### config.mk
export PLATFORM = sky130hd
export DESIGN_NAME = protection_event_counters
export DESIGN_NICKNAME = d
export VERILOG_FILES = /design/src/design/protection_event_counters_pkg.sv /design/src/design/event_counter.sv /design/src/design/protection_event_counters.sv
export VERILOG_INCLUDE_DIRS = /design/src /design/src/design
export SDC_FILE = /design/constraint.sdc
export NUM_CORES = 1
export LEC_CHECK = 0
export BUFFER_PORTS_ARGS = -buffer_cell sky130_fd_sc_hd__buf_4
export CAP_MARGIN = 20
export CORE_MARGIN = 4
export CORE_UTILIZATION = 60
export CTS_CLUSTER_DIAMETER = 40
export CTS_CLUSTER_SIZE = 16
export DETAILED_ROUTE_END_ITERATION = 8
export GPL_TIMING_DRIVEN = 0
export PLACE_DENSITY = 0.86
export SLEW_MARGIN = 20
export SYNTH_ARGS = -nofsm -noshare
export SYNTH_HDL_FRONTEND = slang
export SYNTH_HIERARCHICAL = 1
export SYNTH_SLANG_ARGS = --single-unit
### constraint.sdc
create_clock -name clk_sys -period 20.6 [get_ports clk_sys]
set_input_delay 4.12 -clock clk_sys [delete_from_list [all_inputs] [get_ports clk_sys]]
set_output_delay 4.12 -clock clk_sys [all_outputs]
set_load 0.02 [all_outputs]
### src/design/protection_event_counters_consts.svh
// Constants for the protection event counter bank.
// Assumes inclusion by bare name from design files; definitions only.
`ifndef PROTECTION_EVENT_COUNTERS_CONSTS_SVH
`define PROTECTION_EVENT_COUNTERS_CONSTS_SVH

// ----------------------------------------------------------------
// Counter counts and widths
// ----------------------------------------------------------------
`define NUM_STAGE_STARTS   6
`define NUM_PHASE_TRIPS    3
`define NUM_OTHER_TRIPS    5
`define NUM_SHOTS          3
`define NUM_SOURCES        4

`define START_WIDTH        10
`define START_MAX          999
`define TRIP_WIDTH         16
`define TRIP_MAX           65535
`define SHOT_WIDTH         8
`define SHOT_MAX           255

// ----------------------------------------------------------------
// Input positions
// ----------------------------------------------------------------
`define START_LOW_SET_OC       0
`define START_HIGH_SET_OC      1
`define START_INST_OC          2
`define START_UNBALANCE        3
`define START_LOW_SET_EF       4
`define START_HIGH_SET_EF      5

`define TRIP_LOW_SET_EF        0
`define TRIP_HIGH_SET_EF       1
`define TRIP_THERMAL           2
`define TRIP_FLASH_FAULT       3
`define TRIP_EXTERNAL          4

// Shot number seen on the shot port for shot 1
`define FIRST_SHOT_NUMBER      2'h1

`endif

### src/design/protection_event_counters_pkg.sv
// Types for the protection event counter bank.
// Assumes nothing beyond a SystemVerilog compiler.
`default_nettype none
package protection_event_counters_pkg;

    // Initiating source of a reclosing shot
    typedef enum logic [1:0] {
        SRC_HIGH_SET_TRIP,
        SRC_DIGITAL_INPUT,
        SRC_LOW_SET_OC,
        SRC_EARTH_FAULT
    } reclose_source_type;

endpackage

`default_nettype wire

### src/design/event_counter.sv
// One event counter, saturating or wrapping at a set maximum.
// Assumes a one-cycle count pulse and a reset already synchronised.
`timescale 1ns/1ps
`default_nettype none

module event_counter #(
    parameter int WIDTH = 8,
    parameter int MAX   = 255,
    parameter bit WRAP  = 1'h0
) (
    // Clock and reset
    input  wire logic             clk_sys,
    input  wire logic             rst_n,
    // Event
    input  wire logic             count_pulse,
    // Result
    output logic [WIDTH-1:0]      count
);

    // ------------------------------------------------------------
    // Parameter check
    // ------------------------------------------------------------
    if (WIDTH < 1 || WIDTH > 31 || MAX < 1 || MAX >= (1 << WIDTH)) begin : g_bad
        $error("event_counter: MAX does not fit WIDTH");
    end

    localparam logic [WIDTH-1:0] MAX_VAL = WIDTH'(MAX);

    logic [WIDTH-1:0] count_reg;
    logic [WIDTH-1:0] count_next;

    // ------------------------------------------------------------
    // Count
    // ------------------------------------------------------------
    always_comb begin
        count_next = count_reg;
        if (count_pulse) begin
            if (count_reg == MAX_VAL) begin
                count_next = WRAP ? '0 : count_reg;
            end else begin
                count_next = count_reg + WIDTH'(1);
            end
        end
    end

    always_ff @(posedge clk_sys or negedge rst_n) begin
        if (!rst_n) begin
            count_reg <= '0;
        end else begin
            count_reg <= count_next;
        end
    end

    assign count = count_reg;

endmodule

`default_nettype wire

### src/design/protection_event_counters.sv
// Bank of start, trip and reclosing shot counters.
// Assumes event inputs synchronous to clk_sys, held high while active.
`timescale 1ns/1ps
`default_nettype none
`include "protection_event_counters_consts.svh"

module protection_event_counters #(
    parameter int START_MAX = `START_MAX,
    parameter int TRIP_MAX  = `TRIP_MAX,
    parameter int SHOT_MAX  = `SHOT_MAX
) (
    // Clock and reset
    input  wire logic                              clk_sys,
    input  wire logic                              rst_b,
    // Protection stage events, level
    input  wire logic [`NUM_STAGE_STARTS-1:0]      stage_start,
    input  wire logic [`NUM_PHASE_TRIPS-1:0]       phase_trip,
    input  wire logic [`NUM_OTHER_TRIPS-1:0]       other_trip,
    // Reclosing shot event, level, with qualifiers
    input  wire logic                              reclose_init,
    input  wire logic [1:0]                        reclose_shot,
    input  wire logic [1:0]                        reclose_source,
    // Start counts
    output logic [`NUM_STAGE_STARTS-1:0][`START_WIDTH-1:0] start_count,
    // Trip counts
    output logic [`NUM_PHASE_TRIPS-1:0][`TRIP_WIDTH-1:0]   phase_trip_count,
    output logic [`NUM_OTHER_TRIPS-1:0][`TRIP_WIDTH-1:0]   other_trip_count,
    // Shot counts, index shot * 4 + source
    output logic [`NUM_SHOTS*`NUM_SOURCES-1:0][`SHOT_WIDTH-1:0] shot_count
);

    localparam int NUM_LEVELS = `NUM_STAGE_STARTS + `NUM_PHASE_TRIPS
                              + `NUM_OTHER_TRIPS + 1;
    localparam int PHASE_BASE = `NUM_STAGE_STARTS;
    localparam int OTHER_BASE = PHASE_BASE + `NUM_PHASE_TRIPS;
    localparam int INIT_POS   = OTHER_BASE + `NUM_OTHER_TRIPS;
    localparam int NUM_SHOT_CNT = `NUM_SHOTS * `NUM_SOURCES;

    // ------------------------------------------------------------
    // Parameter check
    // ------------------------------------------------------------
    if (START_MAX >= (1 << `START_WIDTH) || TRIP_MAX >= (1 << `TRIP_WIDTH)
        || SHOT_MAX >= (1 << `SHOT_WIDTH)) begin : g_bad
        $error("protection_event_counters: maximum exceeds counter width");
    end

    // ------------------------------------------------------------
    // Reset release
    // ------------------------------------------------------------
    logic rst_meta_reg;
    logic rst_meta_next;
    logic rst_sync_reg;
    logic rst_sync_next;
    logic rst_n;

    // Release only; assertion reaches the flops directly
    always_comb begin
        rst_meta_next = 1'h1;
        rst_sync_next = rst_meta_reg;
    end

    always_ff @(posedge clk_sys or negedge rst_b) begin
        if (!rst_b) begin
            rst_meta_reg <= 1'h0;
            rst_sync_reg <= 1'h0;
        end else begin
            rst_meta_reg <= rst_meta_next;
            rst_sync_reg <= rst_sync_next;
        end
    end

    assign rst_n = rst_sync_reg;

    // ------------------------------------------------------------
    // Rising edge detection
    // ------------------------------------------------------------
    logic [NUM_LEVELS-1:0] level_now;
    logic [NUM_LEVELS-1:0] level_reg;
    logic [NUM_LEVELS-1:0] level_next;
    logic [NUM_LEVELS-1:0] rise;

    // Counter order of the event levels
    always_comb begin
        level_now = '0;
        level_now[`START_LOW_SET_OC]  = stage_start[`START_LOW_SET_OC];
        level_now[`START_HIGH_SET_OC] = stage_start[`START_HIGH_SET_OC];
        level_now[`START_INST_OC]     = stage_start[`START_INST_OC];
        level_now[`START_UNBALANCE]   = stage_start[`START_UNBALANCE];
        level_now[`START_LOW_SET_EF]  = stage_start[`START_LOW_SET_EF];
        level_now[`START_HIGH_SET_EF] = stage_start[`START_HIGH_SET_EF];
        level_now[PHASE_BASE +: `NUM_PHASE_TRIPS] = phase_trip;
        level_now[OTHER_BASE + `TRIP_LOW_SET_EF] =
            other_trip[`TRIP_LOW_SET_EF];
        level_now[OTHER_BASE + `TRIP_HIGH_SET_EF] =
            other_trip[`TRIP_HIGH_SET_EF];
        level_now[OTHER_BASE + `TRIP_THERMAL] =
            other_trip[`TRIP_THERMAL];
        level_now[OTHER_BASE + `TRIP_FLASH_FAULT] =
            other_trip[`TRIP_FLASH_FAULT];
        level_now[OTHER_BASE + `TRIP_EXTERNAL] =
            other_trip[`TRIP_EXTERNAL];
        level_now[INIT_POS] = reclose_init;
    end

    always_comb begin
        level_next = level_now;
    end

    always_ff @(posedge clk_sys or negedge rst_n) begin
        if (!rst_n) begin
            level_reg <= '0;
        end else begin
            level_reg <= level_next;
        end
    end

    assign rise = level_now & ~level_reg;

    // ------------------------------------------------------------
    // Start counters
    // ------------------------------------------------------------
    for (genvar i = 0; i < `NUM_STAGE_STARTS; i++) begin : g_start
        event_counter #(
            .WIDTH (`START_WIDTH),
            .MAX   (START_MAX),
            .WRAP  (1'h0)
        ) u_cnt (
            .clk_sys     (clk_sys),
            .rst_n       (rst_n),
            .count_pulse (rise[i]),
            .count       (start_count[i])
        );
    end

    // ------------------------------------------------------------
    // Trip counters
    // ------------------------------------------------------------
    for (genvar i = 0; i < `NUM_PHASE_TRIPS; i++) begin : g_phase_trip
        event_counter #(
            .WIDTH (`TRIP_WIDTH),
            .MAX   (TRIP_MAX),
            .WRAP  (1'h1)
        ) u_cnt (
            .clk_sys     (clk_sys),
            .rst_n       (rst_n),
            .count_pulse (rise[PHASE_BASE+i]),
            .count       (phase_trip_count[i])
        );
    end

    for (genvar i = 0; i < `NUM_OTHER_TRIPS; i++) begin : g_other_trip
        event_counter #(
            .WIDTH (`TRIP_WIDTH),
            .MAX   (TRIP_MAX),
            .WRAP  (1'h1)
        ) u_cnt (
            .clk_sys     (clk_sys),
            .rst_n       (rst_n),
            .count_pulse (rise[OTHER_BASE+i]),
            .count       (other_trip_count[i])
        );
    end

    // ------------------------------------------------------------
    // Reclosing shot counters
    // ------------------------------------------------------------
    protection_event_counters_pkg::reclose_source_type source;
    logic [`NUM_SHOTS-1:0]   shot_sel;
    logic [`NUM_SOURCES-1:0] source_sel;

    assign source = protection_event_counters_pkg::reclose_source_type'(
                        reclose_source);

    // Shot number decode; a zero shot number selects nothing
    always_comb begin
        shot_sel = '0;
        for (int s = 0; s < `NUM_SHOTS; s++) begin
            if (reclose_shot == `FIRST_SHOT_NUMBER + 2'(s)) begin
                shot_sel[s] = 1'h1;
            end
        end
    end

    // Source decode, one counter column per source
    always_comb begin
        source_sel = '0;
        case (source)
            protection_event_counters_pkg::SRC_HIGH_SET_TRIP: begin
                source_sel[0] = 1'h1;
            end
            protection_event_counters_pkg::SRC_DIGITAL_INPUT: begin
                source_sel[1] = 1'h1;
            end
            protection_event_counters_pkg::SRC_LOW_SET_OC: begin
                source_sel[2] = 1'h1;
            end
            protection_event_counters_pkg::SRC_EARTH_FAULT: begin
                source_sel[3] = 1'h1;
            end
            default: begin
                source_sel = '0;
            end
        endcase
    end

    for (genvar i = 0; i < NUM_SHOT_CNT; i++) begin : g_shot
        logic hit;

        // Only the counter of this shot and source moves
        assign hit = rise[INIT_POS]
                     && shot_sel[i / `NUM_SOURCES]
                     && source_sel[i % `NUM_SOURCES];

        event_counter #(
            .WIDTH (`SHOT_WIDTH),
            .MAX   (SHOT_MAX),
            .WRAP  (1'h0)
        ) u_cnt (
            .clk_sys     (clk_sys),
            .rst_n       (rst_n),
            .count_pulse (hit),
            .count       (shot_count[i])
        );
    end

endmodule

`default_nettype wire

==> results.md <==
Outcome:
- The run finished with clean final reports.

Pwr:
- The completed layout was analyzed and its total power is 1.96 mW.
- Dividing total power by cell area gives a power density of 104 mW/mm2.
- The maximum VDD drop is 0.000108 V.
- The analysis attributes to cell leakage a power of 9.05 nW.

Synth:
- The number of synthesized flops with an enable pin is 0.
- The async set-reset flop share out of synthesis is 100%.
- The number of different library cells in the post-synthesis netlist is 41.
- Summing the sequential cell areas from Yosys gives 51.6% of the chip area.
- The synthesized net count is 1365.
- The area fraction of the dominant cell type after synthesis is 51.6%.
- For this run, the leading register cell type out of synthesis is sky130_fd_sc_hd__dfrtp_1.
- sky130_fd_sc_hd__dfrtp_1 takes more of the synthesized area than any other cell.
- Yosys attributes the largest share of cell area to sky130_fd_sc_hd__dfrtp_1 52%, sky130_fd_sc_hd__xnor2_1 7.8%, sky130_fd_sc_hd__xor2_1 3.8%.
- The flop and latch count out of synthesis is 301.
- The post-synthesis average cell area is 11.1 um2.
- Summing every instance area after synthesis gives 0.0146 mm2.
- After technology mapping, the gate count stands at 1318.
- The count of yosys warnings during synthesis is 6.

Worst setup path:
- The data arrival time of the worst path is 1240 ps.
- Following the worst setup path forward leads to its endpoint at start_count[23].
- In this run the number of cells on the critical path is 1.
- The worst setup path is of the flip-flop to primary output kind.
- The critical path launch point type is a flip-flop.
- The data required time at the worst endpoint is 16480 ps.
- Across all register-to-register paths, the minimum setup slack is 18640 ps.
- The count of buffering cells on the critical path with inverters included is 1.
- The largest individual stage delay along the critical path comes from the cell sky130_fd_sc_hd__dfrtp_1.
- The reg-to-reg startpoint is level_reg[14].
- The nature of the critical path endpoint is a primary output.
- The highest cell delay on the worst timing path is 520 ps.
- The worst register-to-register path has a depth of 5.
- Traced cell by cell, the critical path runs through buf_4.
- In this run the critical register-to-register path is captured at g_shot[0].u_cnt/count[3].
- The source of the critical timing path is g_start[2].u_cnt/count[3].
- Grouping stages by cell kind, the critical path spends the most delay in flip-flops.
- The maximum fanout along the worst path is 8.

Placement:
- The final weighted congestion in routability-driven placement is 0.874.
- The post-placement cell count is 1946.
- The detailed placement HPWL is 25500 um.
- The placed standard-cell area is 0.0174 mm2.
- Input and output buffers added on the ports amount to 304.
- The setup slack at placement is 14850 ps.

STA:
- The setup TNS is 0 ps.
- Setup repair after global routing left no endpoint under its margin.
- For this run, the top clock speed supported by timing is 187 MHz.
- The worst-case clock skew is 13.7 ps.
- The number of max-slew violations in the final report was 0.
- The share of the clock period used by the worst path after layout is 26.0%.
- For the pin with the worst max-slew slack, the measured transition is 656 ps.
- The worst slew margin relative to its limit is 56.0%.
- The final critical path time including I/O delays and setup is 5360 ps.
- The number of hold violations in the final report was 0.
- The number of setup violations in the final report is 0.
- Setup slack on the critical path of the routed design comes to 15240 ps.

Clock tree:
- The clock sink count is 301.
- The TritonCTS clock tree is yes.
- The buffer count from post-CTS setup fixing is 0.
- Buffers inserted to repair hold after CTS numbered 0.
- In this run the deepest clock path goes through 3 buffers.
- Clock tree synthesis inserted a total of 41 buffers.
- The clock reaches the later pin of the worst-skew pair after 520 ps.
- The number of gates resized after CTS was 0.
- The clock tree synthesis step divided the H-tree into 2 levels.
- The buffer cell driving the clock tree root is sky130_fd_sc_hd__clkbuf_16.
- The clock edge transition at the registers on the reported setup and hold paths is 50 ps.

Die:
- The I/O pin count is 305.
- The core box area is 0.0237 mm2.
- From bottom edge to top edge, the die measures 164 um.
- In this run the core area contains 56 standard-cell rows.
- The starting density of the core is 61.7%.
- The floorplan step set the die width to 164 um.
- The die covers 0.0269 mm2.

Layout:
- The final antenna diode count is 0.
- The register area is 0.00754 mm2.
- The footprint of the multi-input gates is 0.00679 mm2.
- The share of layout cells above drive strength 1 is 28.0%.
- The total number of nets in the final design is 1717.
- The layout overhead on the synthesized area is 29.1%.
- The post-layout instance count excluding filler cells is 2019.
- After routing the design area is 0.0188 mm2.
- The register with the most flip-flops in the layout has 96 of them.
- Fill cells in the final layout number 1463.

Global routing:
- The first global-routing pass estimated 58000 um of wire.
- The number of antenna violations at the first check in global routing is 0.
- Global routing finished with a remaining overflow of 0.
- The global router's overall resource usage is 26.1%.
- The largest net degree at the start of global routing is 58.
- The via count of the first global-routing pass is 11486.

Min path:
- The tightest min-delay check is of the flip-flop to async pin type.

Run:
- The tool flagged a number of max-cap violations equal to 0.

Detailed routing:
- The post-detailed-route count of antenna-violating nets is 0.
- The residual DRC count is 0.
- The average wire per standard cell is 17.7 um.
- In the routed layout, each cell is associated on average with a via count of 5.76.
- Detailed routing inserted a total of 11637 vias.
- Before antenna repair, the detailed router went through 5 iterations.
- The total wire length after detailed routing is 35700 um.
- The number of DRC violations after detailed-routing iteration 0 is 998.
logic make-up after synthesis:
| group | share of synthesized area [%] |
|---|---|
| simple gates | 23.3 |
| mux | 2.09 |
| fa+ha+maj | 2.23 |
| xor+xnor | 11.6 |
| other cells | 0.0257 |
| flops | 51.6 |
| buf+inv | 1.90 |
| compound gates | 7.20 |
cell usage after synthesis (8+ instances only):
cell type,count
sky130_fd_sc_hd__o31ai_1,8
sky130_fd_sc_hd__a21oi_1,48
sky130_fd_sc_hd__nor2_1,87
sky130_fd_sc_hd__or2_0,8
sky130_fd_sc_hd__and3_1,52
sky130_fd_sc_hd__dfrtp_1,301
sky130_fd_sc_hd__inv_1,50
sky130_fd_sc_hd__a2bb2oi_1,12
sky130_fd_sc_hd__o21ai_2,12
sky130_fd_sc_hd__and2_1,12
sky130_fd_sc_hd__o211ai_1,24
sky130_fd_sc_hd__mux2_1,12
sky130_fd_sc_hd__nor3_4,8
sky130_fd_sc_hd__nand4_1,70
sky130_fd_sc_hd__xor2_1,64
sky130_fd_sc_hd__ha_1,26
sky130_fd_sc_hd__and4_1,12
sky130_fd_sc_hd__nand4_2,20
sky130_fd_sc_hd__nand2b_1,18
sky130_fd_sc_hd__nor3_2,8
sky130_fd_sc_hd__or2b_1,8
sky130_fd_sc_hd__buf_6,8
sky130_fd_sc_hd__nand2_1,81
sky130_fd_sc_hd__nor3_1,25
sky130_fd_sc_hd__nor3b_2,8
sky130_fd_sc_hd__xnor2_1,130
sky130_fd_sc_hd__o22ai_1,8
sky130_fd_sc_hd__nor4_1,24
sky130_fd_sc_hd__o21ai_0,26
sky130_fd_sc_hd__nor2b_1,26
sky130_fd_sc_hd__nand3_1,74
sky130_fd_sc_hd__mux2i_1,8
layout make-up:
type                            count  share of cell area, %
Timing Repair Buffer              309                   12.8
Multi-Input combinational cell    959                   36.0
Sequential cell                   301                   40.0
Inverter                           50                  0.996
Clock inverter                     20                   1.21
Tap cell                          319                   2.12
Clock buffer                       53                   6.39
Buffer                              8                  0.478
worst min path at each step:
stage                  from                        end  cells past startpoint
3_3_place_gp   rst_meta_reg                      rst_n                      0
2_1_floorplan  rst_meta_reg                      rst_n                      0
4_1_cts        rst_meta_reg                      rst_n                      0
3_5_place_dp   rst_meta_reg                      rst_n                      0
5_1_grt        rst_meta_reg                      rst_n                      0
6_report              rst_n  g_start[2].u_cnt/count[1]                      0
stage by stage:
step,hold slack (ps),utilization [%]
6_report,352,79.6
5_1_grt,373,79.6
4_1_cts,364,79.6
3_5_place_dp,347,73.5
3_3_place_gp,342,73.0
2_1_floorplan,331,-
power breakdown:
part	total, mW	switching (mW)	internal, mW
clock network	0.719	0.266	0.453
logic	0.431	0.239	0.192
registers	0.811	0.133	0.677
cell usage in the layout, fill, tap and decap left out, types with 8 or more instances in the layout:
cell type,n
sky130_fd_sc_hd__o31ai_1,8
sky130_fd_sc_hd__clkbuf_8,9
sky130_fd_sc_hd__nor3_2,8
sky130_fd_sc_hd__a2bb2oi_1,12
sky130_fd_sc_hd__clkbuf_16,43
sky130_fd_sc_hd__inv_1,50
sky130_fd_sc_hd__or2b_1,8
sky130_fd_sc_hd__and2_1,12
sky130_fd_sc_hd__xor2_1,64
sky130_fd_sc_hd__nor3b_2,8
sky130_fd_sc_hd__buf_6,8
sky130_fd_sc_hd__and4_1,12
sky130_fd_sc_hd__nor3_1,25
sky130_fd_sc_hd__xnor2_1,130
sky130_fd_sc_hd__o21ai_2,12
sky130_fd_sc_hd__nand4_2,20
sky130_fd_sc_hd__nor2_1,87
sky130_fd_sc_hd__buf_4,304
sky130_fd_sc_hd__dfrtp_1,300
sky130_fd_sc_hd__and3_1,52
sky130_fd_sc_hd__mux2_1,12
sky130_fd_sc_hd__nor3_4,8
sky130_fd_sc_hd__o22ai_1,8
sky130_fd_sc_hd__nor2b_1,26
sky130_fd_sc_hd__ha_1,26
sky130_fd_sc_hd__nand2b_1,18
sky130_fd_sc_hd__o21ai_0,26
sky130_fd_sc_hd__nand3_1,74
sky130_fd_sc_hd__mux2i_1,8
sky130_fd_sc_hd__or2_0,8
sky130_fd_sc_hd__a21oi_1,48
sky130_fd_sc_hd__nor4_1,24
sky130_fd_sc_hd__nand2_1,81
sky130_fd_sc_hd__o211ai_1,24
sky130_fd_sc_hd__nand4_1,70
routing by layer:
metal | track usage, % | share of wire, % | up-vias
met2 | 43.3 | 49 | 382
met1 | 33.7 | 40 | 5743
met4 | 9.38 | 3.6 | 0
met3 | 6.25 | 7.7 | 87
li1 | - | - | 5425
met5 | 0 | 0 | -
No activity file was read; power rests on OpenSTA's default activity.
